<file path="config.mk">
export PLATFORM = sky130hd
export DESIGN_NAME = uart_data_buffer_baud_select
export DESIGN_NICKNAME = d
export VERILOG_FILES = /design/src/rtl/uart_data_buffer_baud_select.v /design/src/rtl/tx_fifo.v /design/src/rtl/baud_timer.v
export VERILOG_INCLUDE_DIRS = /design/src /design/src/rtl
export SDC_FILE = /design/constraint.sdc
export NUM_CORES = 1
export LEC_CHECK = 0
export BUFFER_PORTS_ARGS = -buffer_cell sky130_fd_sc_hd__buf_2
export CAP_MARGIN = 40
export CELL_PAD_IN_SITES_DETAIL_PLACEMENT = 0
export CELL_PAD_IN_SITES_GLOBAL_PLACEMENT = 1
export CORE_MARGIN = 4
export CORE_UTILIZATION = 50
export DETAILED_ROUTE_END_ITERATION = 12
export PLACE_DENSITY = 0.91
export SLEW_MARGIN = 10
export SYNTH_ARGS = -nofsm -noshare
export SYNTH_HDL_FRONTEND = slang
export SYNTH_SLANG_ARGS = --single-unit
export TNS_END_PERCENT = 20
</file>
<file path="constraint.sdc">
create_clock -name core_clk_in -period 4.3 [get_ports core_clk_in]
set_clock_uncertainty 0.05 [all_clocks]
set_input_delay 0.43 -clock core_clk_in [delete_from_list [all_inputs] [get_ports core_clk_in]]
set_output_delay 0.43 -clock core_clk_in [all_outputs]
set_load 0.01 [all_outputs]
</file>
<file path="src/rtl/uart_regs.vh">
// Purpose: register map, field positions, reset values and divide counts
// Assumes: word-indexed map, byte address is four times the index
// Notes:   definitions only
`ifndef UART_REGS_VH
`define UART_REGS_VH

`define IDX_SERIAL_PORT_CONTROL 10'h098
`define IDX_SERIAL_DATA_BUFFER  10'h099
`define IDX_TIMER_CLOCK_CONFIG  10'h09A
`define IDX_TIMER_RELOAD        10'h09B

`define CTL_FRAME_LENGTH_BIT 7
`define CTL_RX_ENABLE_BIT    4
`define CTL_TX_NINTH_BIT     3
`define CTL_RX_NINTH_BIT     2
`define CTL_TX_DONE_BIT      1
`define CTL_RX_DONE_BIT      0

`define TCFG_PRESCALE_LSB    0
`define TCFG_CLOCK_SEL_BIT   3

`define RST_DATA_BUFFER      8'h00
`define RST_CONTROL          8'h00
`define RST_TIMER_CONFIG     8'h00
`define RST_TIMER_RELOAD     8'h00

`define PRESCALE_DIV_12      2'h0
`define PRESCALE_DIV_4       2'h1
`define PRESCALE_DIV_48      2'h2
`define PRESCALE_EXT_8       2'h3
`define DIV_12_COUNT         6'h0B
`define DIV_4_COUNT          6'h03
`define DIV_48_COUNT         6'h2F
`define EXT_8_COUNT          6'h07

`define RESP_OKAY            2'h0
`define RESP_SLVERR          2'h2

`endif

</file>
<file path="src/rtl/uart_data_buffer_baud_select.v">
// Purpose: serial data buffer, frame engine and baud source behind AXI4-Lite
// Assumes: 100 MHz core clock, synchronous active-low reset, 32-bit data bus
// Notes:   transmit bytes queue in an 8-word FIFO; a full FIFO stalls the write
`include "uart_regs.vh"
module uart_data_buffer_baud_select #(
	parameter FIFO_DEPTH = 8
) (
	// Clock and reset
	input  wire        core_clk_in,
	input  wire        rst_n_in,
	// AXI4-Lite write address
	input  wire [11:0] s_axi_awaddr_in,
	input  wire        s_axi_awvalid_in,
	output reg         s_axi_awready_out,
	// AXI4-Lite write data
	input  wire [31:0] s_axi_wdata_in,
	input  wire [3:0]  s_axi_wstrb_in,
	input  wire        s_axi_wvalid_in,
	output reg         s_axi_wready_out,
	// AXI4-Lite write response
	output reg  [1:0]  s_axi_bresp_out,
	output reg         s_axi_bvalid_out,
	input  wire        s_axi_bready_in,
	// AXI4-Lite read address
	input  wire [11:0] s_axi_araddr_in,
	input  wire        s_axi_arvalid_in,
	output reg         s_axi_arready_out,
	// AXI4-Lite read data
	output reg  [31:0] s_axi_rdata_out,
	output reg  [1:0]  s_axi_rresp_out,
	output reg         s_axi_rvalid_out,
	input  wire        s_axi_rready_in,
	// Serial pins
	input  wire        rxd_in,
	output reg         txd_out,
	input  wire        external_clock_input_in
);
	localparam TX_IDLE  = 2'h0;
	localparam TX_START = 2'h1;
	localparam TX_DATA  = 2'h2;
	localparam TX_STOP  = 2'h3;
	localparam RX_IDLE  = 2'h0;
	localparam RX_START = 2'h1;
	localparam RX_DATA  = 2'h2;
	localparam RX_STOP  = 2'h3;
	localparam [7:0] CTL_RESET = `RST_CONTROL;

	function [9:0] reg_index;
		input [11:0] addr;
		begin
			reg_index = addr[11:2];
		end
	endfunction

	// Bus state
	reg        aw_have_q;
	reg [9:0]  waddr_q;
	reg        w_have_q;
	reg [7:0]  wdata_q;
	reg        wstrb0_q;
	// Control and status
	reg        frame_length_select_q;
	reg        rx_enable_q;
	reg        tx_ninth_bit_q;
	reg        rx_ninth_bit_q;
	reg        tx_done_flag_q;
	reg        tx_done_flag_d;
	reg        rx_done_flag_q;
	reg        rx_done_flag_d;
	reg        timer1_clock_select_q;
	reg [1:0]  timer_prescale_select_q;
	reg [7:0]  reload_q;
	reg [7:0]  rx_latch_q;
	// Frame engines
	reg [1:0]  tx_state_q;
	reg [8:0]  tx_shift_q;
	reg [3:0]  tx_cnt_q;
	reg        tx_half_q;
	reg        tx_set;
	reg [1:0]  rx_state_q;
	reg [8:0]  rx_shift_q;
	reg [3:0]  rx_cnt_q;
	reg        rx_half_q;
	reg        rx_set;
	reg [2:0]  rx_sync_q;
	reg        rx_level_q;
	reg [7:0]  ctl_read;
	reg [31:0] rd_word;
	reg [1:0]  rd_resp;

	wire       ovf;
	wire       fifo_in_ready;
	wire       fifo_out_valid;
	wire [8:0] fifo_out_data;
	wire       fifo_pop;
	wire [3:0] last_bit;
	wire       is_dbuf;
	wire       is_ctl;
	wire       is_tcfg;
	wire       is_reload;
	wire       wr_go;
	wire       wr_ctl;

	assign is_dbuf   = (waddr_q == `IDX_SERIAL_DATA_BUFFER);
	assign is_ctl    = (waddr_q == `IDX_SERIAL_PORT_CONTROL);
	assign is_tcfg   = (waddr_q == `IDX_TIMER_CLOCK_CONFIG);
	assign is_reload = (waddr_q == `IDX_TIMER_RELOAD);
	// Full FIFO holds the write off instead of dropping the byte
	assign wr_go     = aw_have_q & w_have_q & ~s_axi_bvalid_out &
		(~is_dbuf | ~wstrb0_q | fifo_in_ready);
	assign wr_ctl    = wr_go & is_ctl & wstrb0_q;
	assign fifo_pop  = (tx_state_q == TX_IDLE) & fifo_out_valid;
	assign last_bit  = frame_length_select_q ? 4'h8 : 4'h7;

	tx_fifo #(
		.WIDTH (9),
		.DEPTH (FIFO_DEPTH),
		.AW    (3)
	) u_tx_fifo (
		.core_clk_in   (core_clk_in),
		.rst_n_in      (rst_n_in),
		.in_valid_in   (wr_go & is_dbuf & wstrb0_q),
		.in_ready_out  (fifo_in_ready),
		.in_data_in    ({tx_ninth_bit_q & frame_length_select_q, wdata_q}),
		.out_valid_out (fifo_out_valid),
		.out_ready_in  (fifo_pop),
		.out_data_out  (fifo_out_data)
	);

	baud_timer u_baud_timer (
		.core_clk_in              (core_clk_in),
		.rst_n_in                 (rst_n_in),
		.timer1_clock_select_in   (timer1_clock_select_q),
		.timer_prescale_select_in (timer_prescale_select_q),
		.reload_in                (reload_q),
		.external_clock_input_in  (external_clock_input_in),
		.ovf_out                  (ovf)
	);

	// Hardware set wins over a software clear in the same cycle
	always @*
	begin
		tx_done_flag_d = tx_set | (wr_ctl ? wdata_q[`CTL_TX_DONE_BIT] : tx_done_flag_q);
		rx_done_flag_d = rx_set | (wr_ctl ? wdata_q[`CTL_RX_DONE_BIT] : rx_done_flag_q);
	end

	always @*
	begin
		ctl_read = 8'h00;
		ctl_read[`CTL_FRAME_LENGTH_BIT] = frame_length_select_q;
		ctl_read[`CTL_RX_ENABLE_BIT]    = rx_enable_q;
		ctl_read[`CTL_TX_NINTH_BIT]     = tx_ninth_bit_q;
		ctl_read[`CTL_RX_NINTH_BIT]     = rx_ninth_bit_q;
		ctl_read[`CTL_TX_DONE_BIT]      = tx_done_flag_q;
		ctl_read[`CTL_RX_DONE_BIT]      = rx_done_flag_q;
		rd_resp = `RESP_OKAY;
		case (reg_index(s_axi_araddr_in))
			`IDX_SERIAL_PORT_CONTROL: rd_word = {24'h000000, ctl_read};
			`IDX_SERIAL_DATA_BUFFER:  rd_word = {24'h000000, rx_latch_q};
			`IDX_TIMER_CLOCK_CONFIG:  rd_word = {28'h0000000, timer1_clock_select_q,
				1'b0, timer_prescale_select_q};
			`IDX_TIMER_RELOAD:        rd_word = {24'h000000, reload_q};
			default:
			begin
				rd_word = 32'h00000000;
				rd_resp = `RESP_SLVERR;
			end
		endcase
	end

	// Bus slave
	always @(posedge core_clk_in)
	begin
		if (!rst_n_in)
		begin
			s_axi_awready_out <= 1'b0;
			s_axi_wready_out  <= 1'b0;
			s_axi_bvalid_out  <= 1'b0;
			s_axi_bresp_out   <= `RESP_OKAY;
			s_axi_arready_out <= 1'b0;
			s_axi_rvalid_out  <= 1'b0;
			s_axi_rresp_out   <= `RESP_OKAY;
			s_axi_rdata_out   <= 32'h00000000;
			aw_have_q         <= 1'b0;
			waddr_q           <= 10'h000;
			w_have_q          <= 1'b0;
			wdata_q           <= `RST_DATA_BUFFER;
			wstrb0_q          <= 1'b0;
		end
		else
		begin
			s_axi_awready_out <= s_axi_awvalid_in & ~s_axi_awready_out & ~aw_have_q;
			if (s_axi_awvalid_in & s_axi_awready_out)
			begin
				aw_have_q <= 1'b1;
				waddr_q   <= reg_index(s_axi_awaddr_in);
			end
			s_axi_wready_out <= s_axi_wvalid_in & ~s_axi_wready_out & ~w_have_q;
			if (s_axi_wvalid_in & s_axi_wready_out)
			begin
				w_have_q <= 1'b1;
				wdata_q  <= s_axi_wdata_in[7:0];
				wstrb0_q <= s_axi_wstrb_in[0];
			end
			if (wr_go)
			begin
				aw_have_q        <= 1'b0;
				w_have_q         <= 1'b0;
				s_axi_bvalid_out <= 1'b1;
				s_axi_bresp_out  <= (is_dbuf | is_ctl | is_tcfg | is_reload) ?
					`RESP_OKAY : `RESP_SLVERR;
			end
			else if (s_axi_bready_in)
				s_axi_bvalid_out <= 1'b0;
			s_axi_arready_out <= s_axi_arvalid_in & ~s_axi_arready_out & ~s_axi_rvalid_out;
			if (s_axi_arvalid_in & s_axi_arready_out)
			begin
				s_axi_rvalid_out <= 1'b1;
				s_axi_rdata_out  <= rd_word;
				s_axi_rresp_out  <= rd_resp;
			end
			else if (s_axi_rready_in)
				s_axi_rvalid_out <= 1'b0;
		end
	end

	// Software registers
	always @(posedge core_clk_in)
	begin
		if (!rst_n_in)
		begin
			frame_length_select_q   <= CTL_RESET[`CTL_FRAME_LENGTH_BIT];
			rx_enable_q             <= 1'b0;
			tx_ninth_bit_q          <= 1'b0;
			rx_ninth_bit_q          <= 1'b0;
			tx_done_flag_q          <= 1'b0;
			rx_done_flag_q          <= 1'b0;
			timer1_clock_select_q   <= 1'b0;
			timer_prescale_select_q <= 2'h0;
			reload_q                <= `RST_TIMER_RELOAD;
		end
		else
		begin
			tx_done_flag_q <= tx_done_flag_d;
			rx_done_flag_q <= rx_done_flag_d;
			if (wr_ctl)
			begin
				frame_length_select_q <= wdata_q[`CTL_FRAME_LENGTH_BIT];
				rx_enable_q           <= wdata_q[`CTL_RX_ENABLE_BIT];
				tx_ninth_bit_q        <= wdata_q[`CTL_TX_NINTH_BIT];
			end
			if (rx_set)
				rx_ninth_bit_q <= frame_length_select_q ? rx_shift_q[8] : rx_level_q;
			else if (wr_ctl)
				rx_ninth_bit_q <= wdata_q[`CTL_RX_NINTH_BIT];
			if (wr_go & is_tcfg & wstrb0_q)
			begin
				timer1_clock_select_q   <= wdata_q[`TCFG_CLOCK_SEL_BIT];
				timer_prescale_select_q <= wdata_q[`TCFG_PRESCALE_LSB +: 2];
			end
			if (wr_go & is_reload & wstrb0_q)
				reload_q <= wdata_q;
		end
	end

	// Transmitter
	always @(posedge core_clk_in)
	begin
		if (!rst_n_in)
		begin
			tx_state_q <= TX_IDLE;
			tx_shift_q <= 9'h000;
			tx_cnt_q   <= 4'h0;
			tx_half_q  <= 1'b0;
			tx_set     <= 1'b0;
			txd_out    <= 1'b1;
		end
		else
		begin
			tx_set <= 1'b0;
			if (ovf)
				tx_half_q <= ~tx_half_q;
			case (tx_state_q)
				TX_IDLE:
				begin
					if (fifo_pop)
					begin
						tx_shift_q <= fifo_out_data;
						tx_cnt_q   <= 4'h0;
						tx_half_q  <= 1'b0;
						txd_out    <= 1'b0;
						tx_state_q <= TX_START;
					end
				end
				TX_START:
				begin
					if (ovf & tx_half_q)
					begin
						txd_out    <= tx_shift_q[0];
						tx_state_q <= TX_DATA;
					end
				end
				TX_DATA:
				begin
					if (ovf & tx_half_q)
					begin
						if (tx_cnt_q == last_bit)
						begin
							txd_out    <= 1'b1;
							tx_set     <= 1'b1;
							tx_state_q <= TX_STOP;
						end
						else
						begin
							tx_shift_q <= {1'b0, tx_shift_q[8:1]};
							txd_out    <= tx_shift_q[1];
							tx_cnt_q   <= tx_cnt_q + 4'h1;
						end
					end
				end
				TX_STOP:
				begin
					if (ovf & tx_half_q)
						tx_state_q <= TX_IDLE;
				end
				default: tx_state_q <= TX_IDLE;
			endcase
		end
	end

	// Receiver; start is checked one overflow in, then sampled every two
	always @(posedge core_clk_in)
	begin
		if (!rst_n_in)
		begin
			rx_sync_q  <= 3'h7;
			rx_level_q <= 1'b1;
			rx_state_q <= RX_IDLE;
			rx_shift_q <= 9'h000;
			rx_cnt_q   <= 4'h0;
			rx_half_q  <= 1'b0;
			rx_set     <= 1'b0;
			rx_latch_q <= `RST_DATA_BUFFER;
		end
		else
		begin
			rx_sync_q <= {rx_sync_q[1:0], rxd_in};
			if (rx_sync_q[1] == rx_sync_q[2])
				rx_level_q <= rx_sync_q[2];
			rx_set <= 1'b0;
			if (ovf)
				rx_half_q <= ~rx_half_q;
			case (rx_state_q)
				RX_IDLE:
				begin
					if (rx_enable_q & ~rx_level_q)
					begin
						rx_state_q <= RX_START;
						rx_half_q  <= 1'b0;
					end
				end
				RX_START:
				begin
					if (ovf)
					begin
						rx_half_q  <= 1'b0;
						rx_cnt_q   <= 4'h0;
						rx_state_q <= rx_level_q ? RX_IDLE : RX_DATA;
					end
				end
				RX_DATA:
				begin
					if (ovf & rx_half_q)
					begin
						rx_shift_q <= {rx_level_q, rx_shift_q[8:1]};
						rx_cnt_q   <= rx_cnt_q + 4'h1;
						if (rx_cnt_q == last_bit)
							rx_state_q <= RX_STOP;
					end
				end
				RX_STOP:
				begin
					if (ovf & rx_half_q)
					begin
						rx_latch_q <= frame_length_select_q ? rx_shift_q[7:0] :
							rx_shift_q[8:1];
						rx_set     <= 1'b1;
						rx_state_q <= RX_IDLE;
					end
				end
				default: rx_state_q <= RX_IDLE;
			endcase
		end
	end
endmodule

</file>
<file path="src/rtl/tx_fifo.v">
// Purpose: small synchronous FIFO in the transmit data path
// Assumes: one clock, synchronous active-low reset
// Notes:   head word and valid are registered; valid drops the cycle after a pop
module tx_fifo #(
	parameter WIDTH = 9,
	parameter DEPTH = 8,
	parameter AW    = 3
) (
	// Clock and reset
	input  wire             core_clk_in,
	input  wire             rst_n_in,
	// Fill side
	input  wire             in_valid_in,
	output wire             in_ready_out,
	input  wire [WIDTH-1:0] in_data_in,
	// Drain side
	output reg              out_valid_out,
	input  wire             out_ready_in,
	output reg  [WIDTH-1:0] out_data_out
);
	reg [WIDTH-1:0] mem_q [0:DEPTH-1];
	reg [AW-1:0]    wptr_q;
	reg [AW-1:0]    rptr_q;
	reg [AW:0]      count_q;
	wire            push;
	wire            pop;

	assign in_ready_out = (count_q != DEPTH[AW:0]);
	assign push = in_valid_in & in_ready_out;
	assign pop  = out_valid_out & out_ready_in;

	always @(posedge core_clk_in)
	begin
		if (push)
			mem_q[wptr_q] <= in_data_in;
	end

	always @(posedge core_clk_in)
	begin
		if (!rst_n_in)
		begin
			wptr_q        <= {AW{1'b0}};
			rptr_q        <= {AW{1'b0}};
			count_q       <= {(AW+1){1'b0}};
			out_valid_out <= 1'b0;
			out_data_out  <= {WIDTH{1'b0}};
		end
		else
		begin
			if (push)
				wptr_q <= wptr_q + 1'b1;
			if (pop)
				rptr_q <= rptr_q + 1'b1;
			if (push && !pop)
				count_q <= count_q + 1'b1;
			else if (pop && !push)
				count_q <= count_q - 1'b1;
			// Lag by one cycle so a pop is never seen twice
			out_valid_out <= (count_q != {(AW+1){1'b0}}) && !pop;
			out_data_out  <= mem_q[rptr_q];
		end
	end
endmodule

</file>
<file path="src/rtl/baud_timer.v">
// Purpose: prescaler and 8-bit auto-reload timer giving overflow pulses
// Assumes: external clock is far slower than the core clock
// Notes:   ovf_out is one core cycle wide
`include "uart_regs.vh"
module baud_timer (
	// Clock and reset
	input  wire       core_clk_in,
	input  wire       rst_n_in,
	// Configuration
	input  wire       timer1_clock_select_in,
	input  wire [1:0] timer_prescale_select_in,
	input  wire [7:0] reload_in,
	// External clock pin
	input  wire       external_clock_input_in,
	// Overflow
	output reg        ovf_out
);
	reg  [2:0] ext_sync_q;
	reg        ext_level_q;
	reg        ext_rise_q;
	reg  [5:0] pre_cnt_q;
	reg  [5:0] pre_top;
	reg  [7:0] timer_q;
	wire       pre_tick;
	wire       pre_step;
	wire       tick;

	always @*
	begin
		case (timer_prescale_select_in)
			`PRESCALE_DIV_12: pre_top = `DIV_12_COUNT;
			`PRESCALE_DIV_4:  pre_top = `DIV_4_COUNT;
			`PRESCALE_DIV_48: pre_top = `DIV_48_COUNT;
			default:          pre_top = `EXT_8_COUNT;
		endcase
	end

	assign pre_step = (timer_prescale_select_in == `PRESCALE_EXT_8) ? ext_rise_q : 1'b1;
	assign pre_tick = pre_step && (pre_cnt_q >= pre_top);
	assign tick     = timer1_clock_select_in ? 1'b1 : pre_tick;

	always @(posedge core_clk_in)
	begin
		if (!rst_n_in)
		begin
			ext_sync_q  <= 3'h0;
			ext_level_q <= 1'b0;
			ext_rise_q  <= 1'b0;
			pre_cnt_q   <= 6'h00;
			timer_q     <= 8'h00;
			ovf_out     <= 1'b0;
		end
		else
		begin
			ext_sync_q <= {ext_sync_q[1:0], external_clock_input_in};
			ext_rise_q <= 1'b0;
			if (ext_sync_q[1] == ext_sync_q[2])
			begin
				ext_level_q <= ext_sync_q[2];
				ext_rise_q  <= ext_sync_q[2] & ~ext_level_q;
			end
			if (pre_tick)
				pre_cnt_q <= 6'h00;
			else if (pre_step)
				pre_cnt_q <= pre_cnt_q + 6'h01;
			ovf_out <= 1'b0;
			if (tick)
			begin
				// 256 minus reload ticks per overflow
				if (timer_q == 8'hFF)
				begin
					timer_q <= reload_in;
					ovf_out <= 1'b1;
				end
				else
					timer_q <= timer_q + 8'h01;
			end
		end
	end
endmodule

</file>
==> results.md, run 1 <==
- Critical setup path kind: flip-flop to flip-flop
- Mux share of post-synthesis cell area: 0.08612
- Leading cell type in the layout, fill and taps excluded: sky130_fd_sc_hd__dfxtp_1
- Share of cells above drive strength 1: 0.1633
- Max-cap violation count: 0
- Die outline height: roughly 140 µm
- DPL Wire Length: roughly 12000 µm
- Count of warnings emitted by yosys: 0
- Final net count: 972
- Proportion of register bits with asynchronous set or reset after synthesis: 0
- Share of the synthesized netlist area taken by xor and xnor gates: 0.01325
- Critical path origin: waddr_q[5]
- Sequential share of the synthesized area: 0.5364
- Critical path destination: u_tx_fifo.count_q[3]
- Cell variety after synth: 74
- CTS-repair resized insts: 0
- Effective utilization at floorplan: 0.5117
- Worst r2r src: waddr_q[5]
- Leakage power figure: between 3 and 4 nW
- Clk slew on worst S/H paths: 0.06 ns
- Leading area contributor after synthesis: sky130_fd_sc_hd__dfxtp_1
- Core area: 18090 µm²
- Count of H-tree levels built during CTS: 1
- Setup slack, reg-to-reg: 1.13 ns
- Largest net degree at the start of global routing: 74
- Simple-gate share of the synthesized area: 0.1743
- Highest clock rate: around 0.32 GHz
- Die W: approximately 140 µm
- Antenna diode instance count: 0
- Antenna violation net count after detailed routing: 0
- Number of hold violations in the final report: 0
- Die area: about 21000 µm²
- Worst Max-Slew Pin Slew: 0.8906 ns
- Dominant combinational cell family by area after synthesis: simple AND/OR/NAND/NOR gates
- Cell area after synthesis: roughly 9300 µm²
- Total CTS buffers: 23
- Total routed wirelength: around 18000 µm
- Buffer cell driving the clock tree root: sky130_fd_sc_hd__clkbuf_16
- I/O Buffers: 53
- Power per Cell Area: 462.8 nW/µm²
- Core Rows: a little under 50
- Worst Hold Depth: 2
- DR vias/cell: between 5 and 6
- Final Power: roughly 4.8 mW
- Synthesized flop and latch total: between 200 and 250
- Compound-Gate Fraction of Synth Area: 0.1095
- CTS sink count: around 210
- Worst-skew pair later-pin latency: roughly 0.5 ns
- Clock tree from TritonCTS: built
- Count of buffers added by post-CTS timing repair for setup: 0
- Fraction of the cycle the final worst path needs: 0.7382
- Residual overflow from global routing: 0
- Initial antenna violation count: 0
- Critical path launch point type: flip-flop
- Clock buffer depth: 3
- Post-route DRC violation count: 0
- Vias in the first global route: between 5000 and 6000
- Max-slew headroom: 0.4041
- Peak supply drop: 0.0002842 V
- Top post-synthesis cells by area: sky130_fd_sc_hd__dfxtp_1, sky130_fd_sc_hd__edfxtp_1, sky130_fd_sc_hd__mux4_2
- Depth of the most critical reg-to-reg path: 12
- Gate Count Post-Synth: roughly 840
- Placed cell areas: ~9600 µm²
- I/O pin count: approximately 110
- Routed len/inst: around 16 µm
- Post-synth EDFFs: 72
- CP Data Required Time: approximately 4.7 ns
- Setup repair after global routing missed its margin: false
- Detailed-router iteration count before antenna repair: 7
- Avg Inst Size Synth: roughly 11 µm²
- Category of the worst setup path capture point: flip-flop
- Hold-fix buffers, CTS: 0
- Setup Viol. Count Final: 0
- Post-route worst hold slack: 0.06970 ns
- Area Growth Syn to Fin: 11.95%
- Pins Over Slew Limit: 0
- Min Clock Period, post-route: ~3.2 ns
- Fraction of synthesized cell area taken by the top area cell type: 0.3028
- Run status: finished, final reports clean
- Commonest register cell after synthesis: sky130_fd_sc_hd__dfxtp_1
- Worst min-delay path class: primary input to flip-flop
- Number of DRC markers in iteration 0: between 300 and 400
- End of the worst register-to-register path: u_tx_fifo.count_q[3]
- Most frequent cells in the layout: sky130_fd_sc_hd__dfxtp_1, sky130_fd_sc_hd__nand2_1, sky130_fd_sc_hd__edfxtp_1
- Total via count in the routed design: slightly above 6000
- Global-route wire length before repair: between 20000 and 30000 µm
- RePlAce Congestion: 0.7919
- GR Util All Layers: 0.1709
- Post-route design area: 10360 µm²
- Adder and majority cell fraction of the synthesized area: 0.02785
- Arrival time at the worst endpoint: roughly 3.5 ns
- Critical Path Fanout Max: 8
- Setup tns final: 0 ns
==> stage by stage <==
step           std cells    util  setup WS (ns)
3_5_place_dp        1087  0.5308          1.166
6_report            1129  0.5729          1.126
5_1_grt             1129  0.5729         0.9329
2_1_floorplan        868       -          1.531
4_1_cts             1129  0.5729          1.088
3_3_place_gp        1083  0.5276          1.268
==> synth_stat cells (all sizes together), types with 7 or more instances <==
library cell	count
a2111oi	7
buf	42
xnor2	10
nor3	18
clkbuf	33
nor2b	25
inv	14
nand2b	10
nand4	10
dfxtp	140
ha	19
and2	17
o211a	8
nand2	120
edfxtp	72
mux4	21
and3	10
o21ai	41
a21oi	18
a21boi	37
nor2	42
mux2i	29
nand3	28
==> worst min-delay path by stage <==
stage / startpoint / end / slack, ns
finish: rxd_in / rx_sync_q[0] / 0.07
detailed placement: rx_sync_q[0] / rx_sync_q[1] / 0.34
global placement: rx_sync_q[0] / rx_sync_q[1] / 0.34
floorplan: rx_sync_q[0] / rx_sync_q[1] / 0.34
CTS: rxd_in / rx_sync_q[0] / 0.05
global route: external_clock_input_in / u_baud_timer.ext_sync_q[0] / 0.09
==> cells by family (layout without fill, tap and decap cells) <==
| kind of cell | after synthesis | count (layout) |
|---|---|---|
| other cells | 1 | 26 |
| buf+inv | 90 | 122 |
| compound gates | 142 | 142 |
| fa+ha+maj | 20 | 20 |
| flops | 212 | 212 |
| mux | 53 | 53 |
| simple gates | 311 | 311 |
| xor+xnor | 14 | 14 |
==> routing by layer <==
layer	global-route usage	vias up	share of wire
li1	-	3055	-
met1	0.2374	2898	0.46
met2	0.2771	137	0.48
met3	0.03108	33	0.047
met4	0.04807	0	0.019
met5	0	-	0
==> state kept, by name, summed over array words and instances (netlist names), 2 cells and up, named ones only <==
register                 count
wdata_q                      8
reload_q                     8
timer_prescale_select_q      2
tx_state_q                   2
u_tx_fifo.wptr_q             3
rx_latch_q                   8
u_tx_fifo.rptr_q             3
u_tx_fifo.mem_q             72
waddr_q                     10
u_baud_timer.pre_cnt_q       6
u_baud_timer.timer_q         8
u_baud_timer.ext_sync_q      3
u_tx_fifo.out_data_out       9
rx_cnt_q                     4
tx_cnt_q                     4
tx_shift_q                   9
rx_shift_q                   9
rx_sync_q                    3
s_axi_rdata_out              8
u_tx_fifo.count_q            4
==> layout make-up <==
class	count	area [µm²]
clock buffers	33	653.1
clock inverters	9	108.9
fillers	1457	7725
inverters	15	61.31
multi-input cells	566	3901
flip-flops and latches	212	4965
well taps	229	286.5
repair buffers	65	385.4
==> power breakdown <==
part	internal, mW	switching (mW)	leakage [nW]
Clock	1.18	0.778	0.373
Sequential	2.16	0.0784	1.71
Combinational	0.265	0.335	1.71
Total	3.60	1.19	3.79
==> worst max-delay path, stage by stage, from the launching register on <==
cell and delay (ns):
sky130_fd_sc_hd__dfxtp_1 0.33, sky130_fd_sc_hd__nor4b_4 0.33, sky130_fd_sc_hd__nand4_2 0.16, sky130_fd_sc_hd__or3_1 0.57, sky130_fd_sc_hd__clkinv_4 0.12, sky130_fd_sc_hd__ha_1 0.18, sky130_fd_sc_hd__inv_1 0.09, sky130_fd_sc_hd__ha_1 0.27
sky130_fd_sc_hd__a21o_1 0.17, sky130_fd_sc_hd__a21oi_1 0.16, sky130_fd_sc_hd__xnor2_1 0.09, sky130_fd_sc_hd__or3_1 0.32, sky130_fd_sc_hd__a21boi_0 0.22
No activity file was read; power rests on OpenSTA's default activity.
==> run 2, diff against run 1 <==
CORE_UTILIZATION = 42   (was 50)
PLACE_DENSITY = 0.82   (was 0.91)
clock period = 2.7 ns   (was 4.3 ns; I/O delays follow)
==> run 2 against run 1 <==
  * Combinational power increased by 70%
  * Wire length decreased by 0.17%
  * Non-clock buffer count is 41 higher
==> results.md, run 2 (synthesis results as in run 1) <==
- Detailed-router iteration count before antenna repair: 5 (was 7)
- Most frequent cells in the layout: sky130_fd_sc_hd__dfxtp_1, sky130_fd_sc_hd__nand2_1, sky130_fd_sc_hd__edfxtp_1 (unchanged)
- Core area: 21760 µm² (was 18090 µm²)
- Part of the power in the clock network: 0.399 (was 0.409)
- Leakage power figure: 3.976 nW (was 3.789 nW)
- Worst-case setup margin in the final layout: 0.06048 ns (was 1.126 ns)
- Vias in the first global route: 5727 (was 5761)
- Max-slew headroom: 0.4921 (was 0.4041)
- Effective utilization at floorplan: 0.4254 (was 0.5117)
- Antenna violation net count after detailed routing: 0 (unchanged)
- Final net count: 1013 (was 972)
- GR Util All Layers: 0.1442 (was 0.1709)
- Routed len/inst: 14.55 µm (was 15.74 µm)
- Layout fillers: 1927 (was 1457)
- Peak supply drop: 0.0005194 V (was 0.0002842 V)
- Highest clock rate: 0.3789 GHz (was 0.3150 GHz)
- Share of cells above drive strength 1: 0.1821 (was 0.1633)
- Pins Over Slew Limit: 0 (unchanged)
- DR vias/cell: 5.057 (was 5.423)
- Area Growth Syn to Fin: 16.72% (was 11.95%)
- Critical path destination: u_tx_fifo.count_q[3] (unchanged)
- CP Data Required Time: 3.09 ns (was 4.66 ns)
- Die outline height: 156.4 µm (was 144.1 µm)
- Buffer cell driving the clock tree root: sky130_fd_sc_hd__clkbuf_16 (unchanged)
- Storage cell area: 4966 µm² (was 4965 µm²)
- Critical path launch point type: flip-flop (unchanged)
- Cell count after placement: 1151 (was 1087)
- Worst-skew pair later-pin latency: 0.50 ns (about the same)
- Max FFs per register: 72 (unchanged)
- Total internal power: 5.768 mW (was 3.604 mW)
- Initial antenna violation count: 0 (unchanged)
- Minimum setup slack after placement: -0.03767 ns (was 1.166 ns)
- Sw Pwr: 1.867 mW (was 1.192 mW)
- Critical Path Fanout Max: 3 (was 8)
- Register bank with the most flops: u_tx_fifo.mem_q (unchanged)
- Die area: 24480 µm² (was 20750 µm²)
- Number of DRC markers in iteration 0: 305 (was 335)
- Register share of total power: 0.467 (was 0.466)
- End of the worst register-to-register path: u_tx_fifo.count_q[3] (unchanged)
- Total routed wirelength: 17740 µm (was 17770 µm)
- Setup slack, reg-to-reg: 0.06 ns (was 1.13 ns)
- Category of the worst setup path capture point: flip-flop (unchanged)
- Global-route wire length before repair: 29250 µm (was 28990 µm)
- Final cell count without fillers: 1219 (was 1129)
- Largest net degree at the start of global routing: 59 (was 74)
- Number of hold violations in the final report: 0 (unchanged)
- Total area of multi-input combinational cells: 3938 µm² (was 3901 µm²)
- Setup Viol. Count Final: 0 (unchanged)
- Run status: finished, final reports clean (unchanged)
- Power per Cell Area: 706.8 nW/µm² (was 462.8 nW/µm²)
- Fraction of the cycle the final worst path needs: 0.9776 (was 0.7382)
- Count of H-tree levels built during CTS: 1 (unchanged)
- I/O pin count: 111 (unchanged)
- Min Clock Period, post-route: 2.640 ns (was 3.174 ns)
- Regs by FF count: u_tx_fifo.mem_q x72, waddr_q x10 (unchanged)
- RePlAce Congestion: 0.7610 (was 0.7919)
- Max-cap violation count: 0 (unchanged)
- Critical setup path kind: flip-flop to flip-flop (unchanged)
- Worst Max-Slew Pin Slew: 0.7609 ns (was 0.8906 ns)
- Clk slew on worst S/H paths: 0.06 ns (about the same)
- Worst min-delay path class: primary input to flip-flop (unchanged)
- Antenna diode instance count: 0 (unchanged)
- Post-route DRC violation count: 0 (unchanged)
- DPL Wire Length: 11720 µm (was 11600 µm)
- Arrival time at the worst endpoint: 3.03 ns (was 3.54 ns)
- Setup repair after global routing missed its margin: true (was false)
- Leading cell type in the layout, fill and taps excluded: sky130_fd_sc_hd__dfxtp_1 (unchanged)
- Residual overflow from global routing: 0 (unchanged)
- Depth of the most critical reg-to-reg path: 12 (unchanged)
- Die W: 156.4 µm (was 144.1 µm)
- I/O Buffers: 53 (unchanged)
- Core Rows: 54 (was 49)
- Total CTS buffers: 23 (unchanged)
- Critical path origin: waddr_q[5] (unchanged)
- CTS sink count: 212 (unchanged)
- Share of power burned in combinational logic: 0.134 (was 0.125)
- Total via count in the routed design: 6165 (was 6123)
- Clock buffer depth: 3 (unchanged)
- Worst r2r src: waddr_q[5] (unchanged)
- Clock tree from TritonCTS: built (unchanged)
- Switching Share: 0.2446 (was 0.2485)
-- run 2: cell types whose count changed in the layout (fill, tap and decap cells not counted), moves of 2 or more --
cell / previous run / this run
sky130_fd_sc_hd__dlygate4sd3_1: 0 / 26
sky130_fd_sc_hd__inv_4: 0 / 2
sky130_fd_sc_hd__clkbuf_2: 0 / 2
sky130_fd_sc_hd__clkinv_2: 3 / 5
sky130_fd_sc_hd__clkbuf_1: 6 / 2
sky130_fd_sc_hd__ha_1: 19 / 17
sky130_fd_sc_hd__ha_4: 0 / 2
sky130_fd_sc_hd__buf_4: 11 / 27
-- run 2: what timing repair did --
item                                    in CTS  in global routing
buffers inserted                             0                  2
cloned                                       0                  0
hold buffers                                26                  0
hold endpoints to repair                    26                  0
endpoints found under the setup margin       1                  1
pin swaps                                    1                  9
resized for setup                            1                  6
-- run 2: cell type report --
class,instances,area share
repair buffers,106,0.06880
inverters,15,0.005907
clock buffers,31,0.05942
clock inverters,9,0.009266
well taps,280,0.03243
multi-input cells,566,0.3645
flip-flops and latches,212,0.4597
-- run 2: per-layer routing --
layer  global-route usage  routed length [µm]  up-vias
met5                    0                   0        -
met4              0.03182                 284        0
met3              0.02212                 696       22
met2               0.2361                8456      120
met1               0.2040                8303     2902
li1                     -                   -     3121
-- run 2: power groups by stage --
stage | Combinational (mW) | Clock (mW) | Sequential (mW)
global placement | 0.978 | 0 | 3.62
detailed placement | 0.984 | 0 | 3.63
floorplan | 0.798 | 0 | 3.59
finish | 1.02 | 3.05 | 3.57
CTS | 1.02 | 3.13 | 3.56
global route | 1.16 | 3.26 | 3.59
-- run 2: how the worst min path moves through the flow --
stage	start	endpoint	slack [ns]	cells after the start
detailed placement	rx_sync_q[0]	rx_sync_q[1]	0.35	1
finish	rst_n_in	rx_sync_q[1]	0.17	2
global placement	rx_sync_q[0]	rx_sync_q[1]	0.34	1
CTS	rst_n_in	rx_sync_q[1]	0.17	2
floorplan	rxd_in	rx_sync_q[0]	0.32	1
global route	rst_n_in	rx_sync_q[2]	0.20	2
-- run 2: through the flow --
step	util	power (mW)	TNS [ns]	hold slack [ns]	area, µm²
final	0.4965	7.635	0	0.1684	10800
after global routing	0.4965	8.012	-0.1439	0.1957	10800
after CTS	0.4945	7.707	0	0.1652	10760
after detailed placement	0.4482	4.614	-0.03767	0.3487	9752
after global placement	0.4482	4.602	-0.02178	0.3376	9752
after floorplan	-	4.392	0	0.3215	9355
-- run 2: worst max-delay path, cell delays in order (launching register included) --
cell	delay, ns
sky130_fd_sc_hd__dfxtp_2	0.33
sky130_fd_sc_hd__nor4b_4	0.31
sky130_fd_sc_hd__nand4_2	0.17
sky130_fd_sc_hd__or3_4	0.43
sky130_fd_sc_hd__clkinv_4	0.06
sky130_fd_sc_hd__ha_4	0.13
sky130_fd_sc_hd__inv_4	0.04
sky130_fd_sc_hd__ha_4	0.20
sky130_fd_sc_hd__a21o_1	0.16
sky130_fd_sc_hd__a21oi_2	0.13
sky130_fd_sc_hd__xnor2_1	0.09
sky130_fd_sc_hd__or3_1	0.36
sky130_fd_sc_hd__a21boi_1	0.11
